--- src/shared/tmz_timer0_regs.vh ---
`ifndef TMZ_TIMER0_REGS_VH
`define TMZ_TIMER0_REGS_VH

// Register byte offsets on the Avalon-MM slave
`define TMZ_OFS_COUNT 4'h0
`define TMZ_OFS_OPTION 4'h4
`define TMZ_OFS_CMPCTL 4'h8
`define TMZ_OFS_CMDSTAT 4'hc

// Option register fields
`define TMZ_OPT_RATIO_MSB 2
`define TMZ_OPT_RATIO_LSB 0
`define TMZ_OPT_ASSIGN_BIT 3
`define TMZ_OPT_EDGE_BIT 4
`define TMZ_OPT_SRC_BIT 5

// Comparator control fields
`define TMZ_CMP_OUT_BIT 7
`define TMZ_CMP_OUTEN_BIT 6
`define TMZ_CMP_CNTSEL_BIT 4

// Command and status fields
`define TMZ_CMD_WDCLR_BIT 0
`define TMZ_STAT_SAMPLE_BIT 0
`define TMZ_STAT_INHIBIT_BIT 1
`define TMZ_STAT_ASSIGN_BIT 2

// Reset values
`define TMZ_RST_COUNT 8'h00
`define TMZ_RST_OPTION 8'hff
`define TMZ_RST_CMPCTL 8'hff
`define TMZ_RST_PRESCALE 8'h00

// Timing
`define TMZ_INHIBIT_CYCLES 2'h2
`define TMZ_PHASE_Q1 2'h0
`define TMZ_PHASE_Q2 2'h1
`define TMZ_PHASE_Q3 2'h2
`define TMZ_PHASE_Q4 2'h3

`endif

--- src/tmz_phase_gen.v ---
`timescale 1ns/1ns
`default_nettype none
`include "tmz_timer0_regs.vh"

// Four-phase instruction cycle: one sys_clk per phase
module tmz_phase_gen (
  input wire sys_clk,
  input wire rst_b,
  output wire [1:0] qPhase,
  output wire q2Strobe,
  output wire q4Strobe
);

  reg [1:0] phase_r;

  // Free-running phase counter, Q1 first after reset
  always @(posedge sys_clk or negedge rst_b) begin
    if (!rst_b) begin
      phase_r <= `TMZ_PHASE_Q1;
    end else begin
      phase_r <= phase_r + 2'h1;
    end
  end

  // Phase strobes are one-cycle enables
  assign qPhase = phase_r;
  assign q2Strobe = (phase_r == `TMZ_PHASE_Q2);
  assign q4Strobe = (phase_r == `TMZ_PHASE_Q4);

endmodule
`default_nettype wire

--- src/tmz_prescaler.v ---
`timescale 1ns/1ns
`default_nettype none
`include "tmz_timer0_regs.vh"

// Eight-stage divider; each stage toggles when all lower stages are one
module tmz_prescaler (
  input wire sys_clk,
  input wire rst_b,
  input wire clear,
  input wire countEn,
  output wire [7:0] scaleCount
);

  localparam [7:0] RST_STAGES = `TMZ_RST_PRESCALE;

  reg [7:0] stage_r;
  wire [8:0] carry;

  // Carry chain standing in for the ripple between stages
  assign carry[0] = countEn;

  genvar i;
  generate
    for (i = 0; i < 8; i = i + 1) begin : gStage
      assign carry[i + 1] = carry[i] & stage_r[i];

      // Stage toggle, cleared by reset or a clear action
      always @(posedge sys_clk or negedge rst_b) begin
        if (!rst_b) begin
          stage_r[i] <= RST_STAGES[i];
        end else if (clear) begin
          stage_r[i] <= 1'b0;
        end else if (carry[i]) begin
          stage_r[i] <= ~stage_r[i];
        end
      end
    end
  endgenerate

  assign scaleCount = stage_r;

endmodule
`default_nettype wire

--- src/tmz_timer0.v ---
// Chosen here: the register addresses and the Avalon-MM register port.
`timescale 1ns/1ns
`default_nettype none
`include "tmz_timer0_regs.vh"

// Contract
// - Selecting external counting forces the count pin to act as input.
// - Without the divider the count input passes straight to the sampler.
// - Divider output is sampled in phases Q2 and Q4 of each cycle.
// - Assigned divider splits the count input with a symmetrical ripple counter.
// - Timer increments a short synchronisation delay after the external edge.
// - One 8-bit divider serves timer or watchdog, never both together.
// - Assignment bit and three-bit ratio choose divider owner and division.
// - Writing the timer count clears the divider when the timer owns it.
// - Watchdog clear clears divider and watchdog when the watchdog owns it.
// - The divider value is neither readable nor writable by software.
// - Every reset loads the divider with zeros.
// - Assignment may change at any time without halting the timer.
// - Internal source counts instruction cycles; a count write blocks increments until two Q4 strobes pass.
// - Edge select cleared counts rising pin edges, set counts falling edges.
// - Comparator select cleared counts the comparator; its pin enable is ignored.
// - Assigning the divider to the timer gives ratios 1:2 through 1:256.
module tmz_timer0 (
  input wire sys_clk,
  input wire rst_b,
  input wire [3:0] address,
  input wire read,
  input wire write,
  input wire [31:0] writedata,
  output reg [31:0] readdata,
  output wire waitrequest,
  input wire extCountInput,
  input wire cmpOut,
  input wire watchdogTick,
  output wire extCountInputForceIn,
  output reg watchdogPostTick,
  output reg watchdogClear
);

  // Register state
  reg [7:0] timerCount_r;
  reg [7:0] optionControl_r;
  reg [7:0] cmpControl_r;
  reg ack_r;

  // Count path state
  reg srcPrev_r;
  reg sample_r;
  reg samplePrev_r;
  reg sampleTaken_r;
  reg [1:0] inhibit_r;
  reg wdTapPrev_r;

  wire [1:0] qPhase;
  wire q2Strobe;
  wire q4Strobe;
  wire [7:0] scaleCount;

  wire busReq;
  wire writeTake;
  wire readTake;
  wire countWrite;
  wire cmdWrite;
  wire wdClearCmd;

  wire [2:0] scalerRatio;
  wire scalerAssign;
  wire countEdgeSel;
  wire countSourceSel;
  wire cmpCountSel;
  wire assignTimer;

  wire extLevel;
  wire cmpLevel;
  wire srcLevel;
  wire srcRise;
  wire scalerClear;
  wire scalerEn;
  wire scalerOut;
  wire wdTap;
  wire incReq;

  // Selects one divider stage as an output tap
  function tapBit;
    input [7:0] cnt;
    input [2:0] idx;
    begin
      tapBit = cnt[idx];
    end
  endfunction

  tmz_phase_gen uPhase (
    .sys_clk(sys_clk),
    .rst_b(rst_b),
    .qPhase(qPhase),
    .q2Strobe(q2Strobe),
    .q4Strobe(q4Strobe)
  );

  tmz_prescaler uScaler (
    .sys_clk(sys_clk),
    .rst_b(rst_b),
    .clear(scalerClear),
    .countEn(scalerEn),
    .scaleCount(scaleCount)
  );

  // Option and comparator field decode
  assign scalerRatio = optionControl_r[`TMZ_OPT_RATIO_MSB:`TMZ_OPT_RATIO_LSB];
  assign scalerAssign = optionControl_r[`TMZ_OPT_ASSIGN_BIT];
  assign countEdgeSel = optionControl_r[`TMZ_OPT_EDGE_BIT];
  assign countSourceSel = optionControl_r[`TMZ_OPT_SRC_BIT];
  assign cmpCountSel = cmpControl_r[`TMZ_CMP_CNTSEL_BIT];
  assign assignTimer = ~scalerAssign;

  // Pin direction is overridden while external counting is chosen
  assign extCountInputForceIn = countSourceSel;

  // Avalon slave: one wait state, write taken at the second edge, read at the first
  assign busReq = read | write;
  assign waitrequest = busReq & ~ack_r;
  assign writeTake = write & ack_r;
  assign readTake = read & ~ack_r;
  assign countWrite = writeTake & (address == `TMZ_OFS_COUNT);
  assign cmdWrite = writeTake & (address == `TMZ_OFS_CMDSTAT);
  assign wdClearCmd = cmdWrite & writedata[`TMZ_CMD_WDCLR_BIT];

  // Wait-state flag, cleared after each accepted access
  always @(posedge sys_clk or negedge rst_b) begin
    if (!rst_b) begin
      ack_r <= 1'b0;
    end else begin
      ack_r <= busReq & ~ack_r;
    end
  end

  // Read data is loaded at the first edge and stands through the second
  always @(posedge sys_clk or negedge rst_b) begin
    if (!rst_b) begin
      readdata <= 32'h0;
    end else if (readTake) begin
      case (address)
        `TMZ_OFS_COUNT: begin
          readdata <= {24'h0, timerCount_r};
        end
        `TMZ_OFS_OPTION: begin
          readdata <= {24'h0, optionControl_r};
        end
        `TMZ_OFS_CMPCTL: begin
          readdata <= {24'h0, cmpOut, cmpControl_r[6:0]};
        end
        `TMZ_OFS_CMDSTAT: begin
          // Block state only; divider contents never appear here
          readdata <= {29'h0, assignTimer, (inhibit_r != 2'h0), sample_r};
        end
        default: begin
          readdata <= 32'h0;
        end
      endcase
    end
  end

  // Option and comparator control; assignment may change at any time
  always @(posedge sys_clk or negedge rst_b) begin
    if (!rst_b) begin
      optionControl_r <= `TMZ_RST_OPTION;
      cmpControl_r <= `TMZ_RST_CMPCTL;
    end else if (writeTake) begin
      if (address == `TMZ_OFS_OPTION) begin
        optionControl_r <= writedata[7:0];
      end
      if (address == `TMZ_OFS_CMPCTL) begin
        cmpControl_r <= writedata[7:0];
      end
    end
  end

  // Count source: edge select inverts the level so a rise is always counted
  assign extLevel = extCountInput ^ countEdgeSel;
  assign cmpLevel = cmpOut ^ countEdgeSel;
  // Internal source rises once per instruction cycle, at Q3
  assign srcLevel = ~countSourceSel ? qPhase[1] :
                    (cmpCountSel ? extLevel : cmpLevel);

  // Previous source level for edge detection
  always @(posedge sys_clk or negedge rst_b) begin
    if (!rst_b) begin
      srcPrev_r <= 1'b0;
    end else begin
      srcPrev_r <= srcLevel;
    end
  end

  assign srcRise = srcLevel & ~srcPrev_r;

  // Divider owner: timer source edges or watchdog ticks, never both
  assign scalerEn = assignTimer ? srcRise : watchdogTick;
  // Clearing: count write when timer owns it, watchdog clear otherwise
  assign scalerClear = (countWrite & assignTimer) |
                       (wdClearCmd & ~assignTimer);

  // Timer sees the divider tap or the raw source level
  assign scalerOut = assignTimer ? tapBit(scaleCount, scalerRatio) : srcLevel;

  // Sampling of the divider output in Q2 and Q4
  always @(posedge sys_clk or negedge rst_b) begin
    if (!rst_b) begin
      sample_r <= 1'b0;
      samplePrev_r <= 1'b0;
      sampleTaken_r <= 1'b0;
    end else begin
      sampleTaken_r <= q2Strobe | q4Strobe;
      if (q2Strobe | q4Strobe) begin
        sample_r <= scalerOut;
        samplePrev_r <= sample_r;
      end
    end
  end

  // Increment only after a sampled rise, hence a delay after the pin edge
  assign incReq = sampleTaken_r & sample_r & ~samplePrev_r;

  // Timer count: a write wins and blocks increments until two Q4 strobes have passed
  always @(posedge sys_clk or negedge rst_b) begin
    if (!rst_b) begin
      timerCount_r <= `TMZ_RST_COUNT;
      inhibit_r <= 2'h0;
    end else if (countWrite) begin
      timerCount_r <= writedata[7:0];
      inhibit_r <= `TMZ_INHIBIT_CYCLES;
    end else begin
      if (incReq && (inhibit_r == 2'h0)) begin
        timerCount_r <= timerCount_r + 8'h01;
      end
      if (q4Strobe && (inhibit_r != 2'h0)) begin
        inhibit_r <= inhibit_r - 2'h1;
      end
    end
  end

  // Watchdog tap: ratio zero passes ticks, otherwise stage ratio-1
  assign wdTap = tapBit(scaleCount, scalerRatio - 3'h1);

  // Previous watchdog tap for edge detection
  always @(posedge sys_clk or negedge rst_b) begin
    if (!rst_b) begin
      wdTapPrev_r <= 1'b0;
    end else begin
      wdTapPrev_r <= wdTap;
    end
  end

  // Watchdog postscaled tick and clear pulses
  always @(posedge sys_clk or negedge rst_b) begin
    if (!rst_b) begin
      watchdogPostTick <= 1'b0;
      watchdogClear <= 1'b0;
    end else begin
      watchdogClear <= wdClearCmd;
      if (assignTimer) begin
        // Without the divider the watchdog ticks pass unscaled
        watchdogPostTick <= watchdogTick;
      end else if (scalerRatio == 3'h0) begin
        watchdogPostTick <= watchdogTick;
      end else begin
        watchdogPostTick <= wdTap & ~wdTapPrev_r;
      end
    end
  end

endmodule
`default_nettype wire

--- config.mk ---
export PLATFORM = sky130hd
export DESIGN_NAME = tmz_timer0
export DESIGN_NICKNAME = d
export VERILOG_FILES = /design/src/tmz_phase_gen.v /design/src/tmz_prescaler.v /design/src/tmz_timer0.v
export VERILOG_INCLUDE_DIRS = /design/src /design/src/shared
export SDC_FILE = /design/constraint.sdc
export NUM_CORES = 1
export LEC_CHECK = 0
export BUFFER_PORTS_ARGS = -buffer_cell sky130_fd_sc_hd__clkbuf_2
export CAP_MARGIN = 10
export CORE_MARGIN = 5
export CORE_UTILIZATION = 40
export CTS_BUF_LIST = sky130_fd_sc_hd__clkbuf_2 sky130_fd_sc_hd__clkbuf_4 sky130_fd_sc_hd__clkbuf_8
export CTS_CLUSTER_SIZE = 16
export DETAILED_ROUTE_END_ITERATION = 10
export PLACE_DENSITY = 0.62
export SYNTH_ARGS = -nofsm -noshare
export SYNTH_HDL_FRONTEND = slang
export SYNTH_HIERARCHICAL = 1
export SYNTH_SLANG_ARGS = --single-unit
--- constraint.sdc ---
create_clock -name sys_clk -period 2.7 [get_ports sys_clk]
set_input_delay 0.27 -clock sys_clk [delete_from_list [all_inputs] [get_ports sys_clk]]
set_output_delay 0.27 -clock sys_clk [all_outputs]
set_load 0.01 [all_outputs]
# Word-level counts from Yosys, hierarchy flattened
# Cells that the tools add are included.
totals:
  regBits: 75
  mem_bits_ro: 0
  ramBits: 0
  n_memories: 0
  latchBits: 0
  wordCells: 119
classes:
  mux: 31
  n_lt_le_gt_ge: 2
  eq_ne: 5
  mul: 0
  bitwise_logic: 37
  div: 0
  n_shift: 0
  n_addsub: 4
  n_reduce_logical: 18
ops:
  columns: ["op", "n"]
  rows:
  - ["case mux 8 bit (4 select lines)", 1]
  - ["2-to-1 mux 1 bit", 24]
  - ["nonzero test 2 bit", 11]
  - ["AND 1 bit", 19]
  - ["2-to-1 mux 8 bit", 2]
  - ["NOT 1 bit", 13]
  - ["adder 8 x 1 -> 8 bit (second input constant)", 1]
  - ["== test 4 bit (second input constant)", 2]
  - ["< comparator 3 x 4 -> 1 bit (second input constant)", 2]
  - ["binary-select mux 1 bit (select 3 bit)", 2]
  - ["== test 4 x 3 -> 1 bit (second input constant)", 1]
  - ["zero test 4 bit", 1]
  - ["2-to-1 mux 2 bit", 2]
  - ["AND reduction 2 bit", 2]
  - ["zero test 3 bit", 1]
  - ["bitwise OR 1 bit", 3]
  - ["subtractor 3 x 1 -> 3 bit (second input constant)", 1]
  - ["adder 2 x 1 -> 2 bit (second input constant)", 1]
  - ["== test 2 x 1 -> 1 bit (second input constant)", 1]
  - ["== test 2 bit (second input constant)", 1]
  - ["logical AND 1 bit", 2]
  - ["zero test 2 bit", 1]
  - ["subtractor 2 x 1 -> 2 bit (second input constant)", 1]
  - ["bitwise XOR 1 bit", 2]

# Depth between registers and ports, before layout
depth:
  depth_word: 14
  ltp_mapped: 7

# By module
# Netlist, hierarchy kept.
by_module_without_submodules:
  columns: ["mod", "n_inst", "area_per_inst_um2", "seq_area_each_um2", "cells_each"]
  rows:
  - ["tmz_timer0", 1, 2367.3, 1044.8, 209]
  - ["tmz_prescaler", 1, 367.9, 200.2, 36]
  - ["tmz_phase_gen", 1, 86.3, 50.0, 7]

# Least setup slack after synthesis
# OpenSTA, ideal clock, no wires.
synth_path:
  path_kind: "reg-to-reg"
  startpoint: "register cmpControl_r[4]"
  endpoint: "register uScaler.stage_r[5] (netlist: uScaler/scaleCount[5])"
  period_less_slack_ns: 1.986
  arrival_ns: 1.909
  setup_slack_ns: 0.714
  stages_incl_launch_ff: 8
  required_time_ns: 2.622
  setup_ns: 0.078
  n_path_buf: 0
  path_cell_list: "dfstp_2 mux2i_1 mux2i_1 nand2b_1 a22o_1 nand4_4 or3_1 a21oi_1"
synth_via:
  elab_chain_len: 10
synth_rtl:
  columns: ["item", "line", "rtl"]
  rows:
  - ["start, declared", "tmz_timer0.v:43", "reg [7:0] cmpControl_r;"]
  - ["start signal, assigned", "tmz_timer0.v:167", "cmpControl_r <= `TMZ_RST_CMPCTL;"]
  - ["start signal, assigned", "tmz_timer0.v:173", "cmpControl_r <= writedata[7:0];"]
  - ["2-to-1 mux 1 bit", "tmz_timer0.v:183", "(cmpCountSel ? extLevel : cmpLevel);"]
  - ["2-to-1 mux 1 bit", "tmz_timer0.v:182", "assign srcLevel = ~countSourceSel ? qPhase[1] :"]
  - ["named net srcLevel", "tmz_timer0.v:75", "wire srcLevel;"]
  - ["AND 1 bit", "tmz_timer0.v:194", "assign srcRise = srcLevel & ~srcPrev_r;"]
  - ["2-to-1 mux 1 bit", "tmz_timer0.v:197", "assign scalerEn = assignTimer ? srcRise : watchdogTick;"]
  - ["named net scalerEn", "tmz_timer0.v:78", "wire scalerEn;"]
  - ["AND 1 bit (5 in a row)", "tmz_prescaler.v:25", "assign carry[i + 1] = carry[i] & stage_r[i];"]
  - ["nonzero test 2 bit (no line)", null, null]
  - ["end signal, assigned by index", "tmz_prescaler.v:30", "stage_r[i] <= RST_STAGES[i];"]
  - ["end signal, assigned by index", "tmz_prescaler.v:34", "stage_r[i] <= ~stage_r[i];"]
  - ["end, declared", "tmz_prescaler.v:16", "reg [7:0] stage_r;"]
# The timed path passes the listed nets, and every way through them passes these cells.
# A chain may end at the register's enable or synchronous reset.

# Worst setup path after layout
layout_path:
  startpoint: "register cmpControl_r[4]"
  endpoint: "register uScaler.stage_r[7] (netlist: uScaler/scaleCount[7])"
layout_via:
  elab_chain_len: 12
layout_rtl:
  columns: ["item", "line"]
  rows:
  - ["2-to-1 mux 1 bit", "tmz_timer0.v:183"]
  - ["2-to-1 mux 1 bit", "tmz_timer0.v:182"]
  - ["named net srcLevel", "tmz_timer0.v:75"]
  - ["AND 1 bit", "tmz_timer0.v:194"]
  - ["2-to-1 mux 1 bit", "tmz_timer0.v:197"]
  - ["named net scalerEn", "tmz_timer0.v:78"]
  - ["AND 1 bit (7 in a row)", "tmz_prescaler.v:25"]
  - ["nonzero test 2 bit (no line)", null]
# The timed path passes the listed nets, and every way through them passes these cells.

==> impl_metrics.json <==
{
  "finalWirelength_um": 5290,
  "clkTransAtPathRegs_ns": 0.11,
  "synth_most_common_cell": "dfrtp_1",
  "ys.flop_type": "dfrtp_1",
  "antenna_cells": 0,
  "rsz0062_at_grt": "no",
  "nets": 328,
  "wl_per_cell_um": 14.1,
  "worstMarginPinSlew_ns": 0.680,
  "port_buffers": 30,
  "row_count": 30,
  "yosysSeqAreaShare": 0.459,
  "path_cells": "mux2i_1 -> mux2i_1 -> nand2b_1 -> a22o_1 -> nand4_4 -> or3_1 -> a21oi_1",
  "cts_tree": "yes",
  "holdBufCountCts": 0,
  "syn_avg_cell_area_um2": 11.2,
  "cts_buffers": 5,
  "dr.pass1.iters": 4,
  "hold_ws_ns": 0.0594,
  "fin_skew_ns": 0.0121,
  "grt_pass1_vias": 1706,
  "die_area_um2": 8830,
  "slew_violations": 0,
  "clk_path_buf_depth": 2,
  "syn_area_um2": 2820,
  "place_hpwl_um": 3880,
  "yosys.area.top_type": "dfrtp_1",
  "syn_inst": 252,
  "track_usage": 0.128,
  "crit_type": "reg2reg",
  "cp_slowest_cell": "dfstp_2",
  "synthTopCellsByArea": "dfrtp_1 32%, dfstp_2 14%, buf_4 6.4%",
  "final.min_clock_period_ns": 2.31,
  "drtAntennaViolNets": 0,
  "syn2layout_area_growth_pct": 7.89,
  "drt_iter0_markers": 70,
  "grt_max_degree": 52,
  "root_buffer": "clkbuf_8",
  "fillerInstances": 660,
  "cts_setup_buffers": 0,
  "grt_pass1_wl_um": 8790,
  "slew_headroom": 0.546,
  "yosys-top-cells-count": "36 x dfrtp_1, 24 x buf_4, 19 x nor2_1",
  "ys_seq_elements": 51,
  "h-tree-depth": 2,
  "cp-end-kind": "register",
  "fin_cells": 376,
  "power.density_nw_per_um2": 774,
  "finalSetupViolCount": 0,
  "period_share": 0.855,
  "irDropWorstVdd_v": 0.000259,
  "worstSetupStartpointType": "register",
  "drive_gt1_frac": 0.271,
  "maxCapViolCount": 0,
  "worstPathRequired_ns": 2.93,
  "overflow": 0,
  "ys_warn_count": 6,
  "ios": 79,
  "initial_utilization": 0.413,
  "power.leakage_nw": 1.40,
  "core-area_um2": 6830,
  "async_flop_share": 1.00,
  "setup_tns_ns": 0,
  "synth.distinct_cells": 39,
  "fp.dieW_um": 94.0,
  "clock_latency_ns": 0.31,
  "cts_resized": 0,
  "critPathBufInv": 0,
  "synth-edff-count": 0,
  "place_inst": 368,
  "critPathMaxFanout": 9,
  "hold_viol": 0,
  "outcome": "complete, no violations",
  "vias": 1797,
  "cp_common_cell": "mux2i_1",
  "gp_congestion": 0.735,
  "clkSinkCount": 51,
  "die_h_um": 94.0,
  "clock.fmax_ghz": 0.433,
  "drt-vias-per-instance": 4.78,
  "netlist.area_leader.share": 0.319,
  "cp_top_family": "simple AND/OR/NAND/NOR gates",
  "max_stage_delay_ns": 0.56,
  "arrival_ns": 2.54,
  "worstHoldPathType": "in2async",
  "remaining_drc_errors": 0,
  "antenna_found_initial": 0
}
-- worst register-to-register path, cell delays in order (launching register included) --
cell,delay (ns)
dfstp_2,0.56
mux2i_1,0.22
mux2i_1,0.33
nand2b_1,0.17
a22o_1,0.25
nand4_4,0.17
or3_1,0.38
a21oi_1,0.14
-- per-stage QoR --
step,util,cell area [µm²],power (W),setup slack [ns]
3_3_place_gp,0.432,2950,0.00188,0.444
2_1_floorplan,-,2910,0.00174,0.714
4_1_cts,0.446,3040,0.00238,0.392
3_5_place_dp,0.432,2950,0.00190,0.418
5_1_grt,0.446,3040,0.00254,0.271
6_report,0.446,3040,0.00236,0.392
-- worst paths after layout --
path	start	to	slack, ns	depth (start not counted)
min	rst_b	timerCount_r[7]	0.06	2
min reg2reg	uPhase/qPhase[0]	uPhase/qPhase[0]	0.47	1
max	cmpControl_r[4]	uScaler/scaleCount[7]	0.39	7
min in group sys_clk	writedata[7]	optionControl_r[7]	0.21	2
max in group asynchronous	rst_b	watchdogPostTick	2.20	2
max reg2reg	cmpControl_r[4]	uScaler/scaleCount[7]	0.39	7
-- cell usage in the layout (no fill, tap or decap), types with 3 or more instances in the layout --
cell      instances
o21ai_0          10
mux2i_1           7
mux4_1            5
mux2_2           10
conb_1           24
nand3_1           5
clkbuf_2         30
a22o_1           10
inv_1            13
xor2_1            4
nand2b_1          5
dfstp_2          15
ha_1              6
a21oi_1          12
or3_1             6
nand2_1          17
clkbuf_8          5
mux2_4            8
nor2_1           19
xnor2_1           9
dfrtp_1          36
nand4_1           3
-- per-layer routing --
layer | up-vias | routed length (µm) | track usage
li1 | 884 | - | -
met4 | 0 | 158 | 0.0626
met2 | 50 | 2250 | 0.180
met1 | 853 | 2610 | 0.185
met3 | 10 | 269 | 0.0272
met5 | - | 0 | 0
-- logic make-up after synthesis --
logic type               after synthesis  share of synthesized area
flip-flops                            51                      0.459
buffers and inverters                 47                      0.101
XOR/XNOR                              13                     0.0404
AND/OR/NAND/NOR                       66                      0.123
multiplexers                          32                      0.170
adder cells (fa/ha/maj)                6                     0.0266
other                                  1                    0.00133
AO/OA/AOI/OAI                         36                     0.0789
-- layout make-up --
cell class                 count  area, µm²  area share
multi-input combinational    177       1330       0.436
sequential                    51       1290       0.425
timing repair buffer          31        158      0.0518
tap                           96        120      0.0395
clock buffer                   5       68.8      0.0226
inverter                      13       48.8      0.0160
clock inverter                 3       26.3     0.00863
-- flip-flops by register name, indices dropped and copies added (netlist names), 2 cells and up --
name and flops:
cmpControl_r 7, inhibit_r 2, optionControl_r 8, readdata 8
timerCount_r 8, uPhase/qPhase 2, uScaler/scaleCount 8
-- power by group --
part	total (W)	switching, W	internal, W
Sequential	0.00123	0.000223	0.00100
Clock	0.000475	0.000284	0.000191
Combinational	0.000655	0.000289	0.000366
Total	0.00236	0.000796	0.00156
Note: power is estimated with default switching activity, not from simulation.
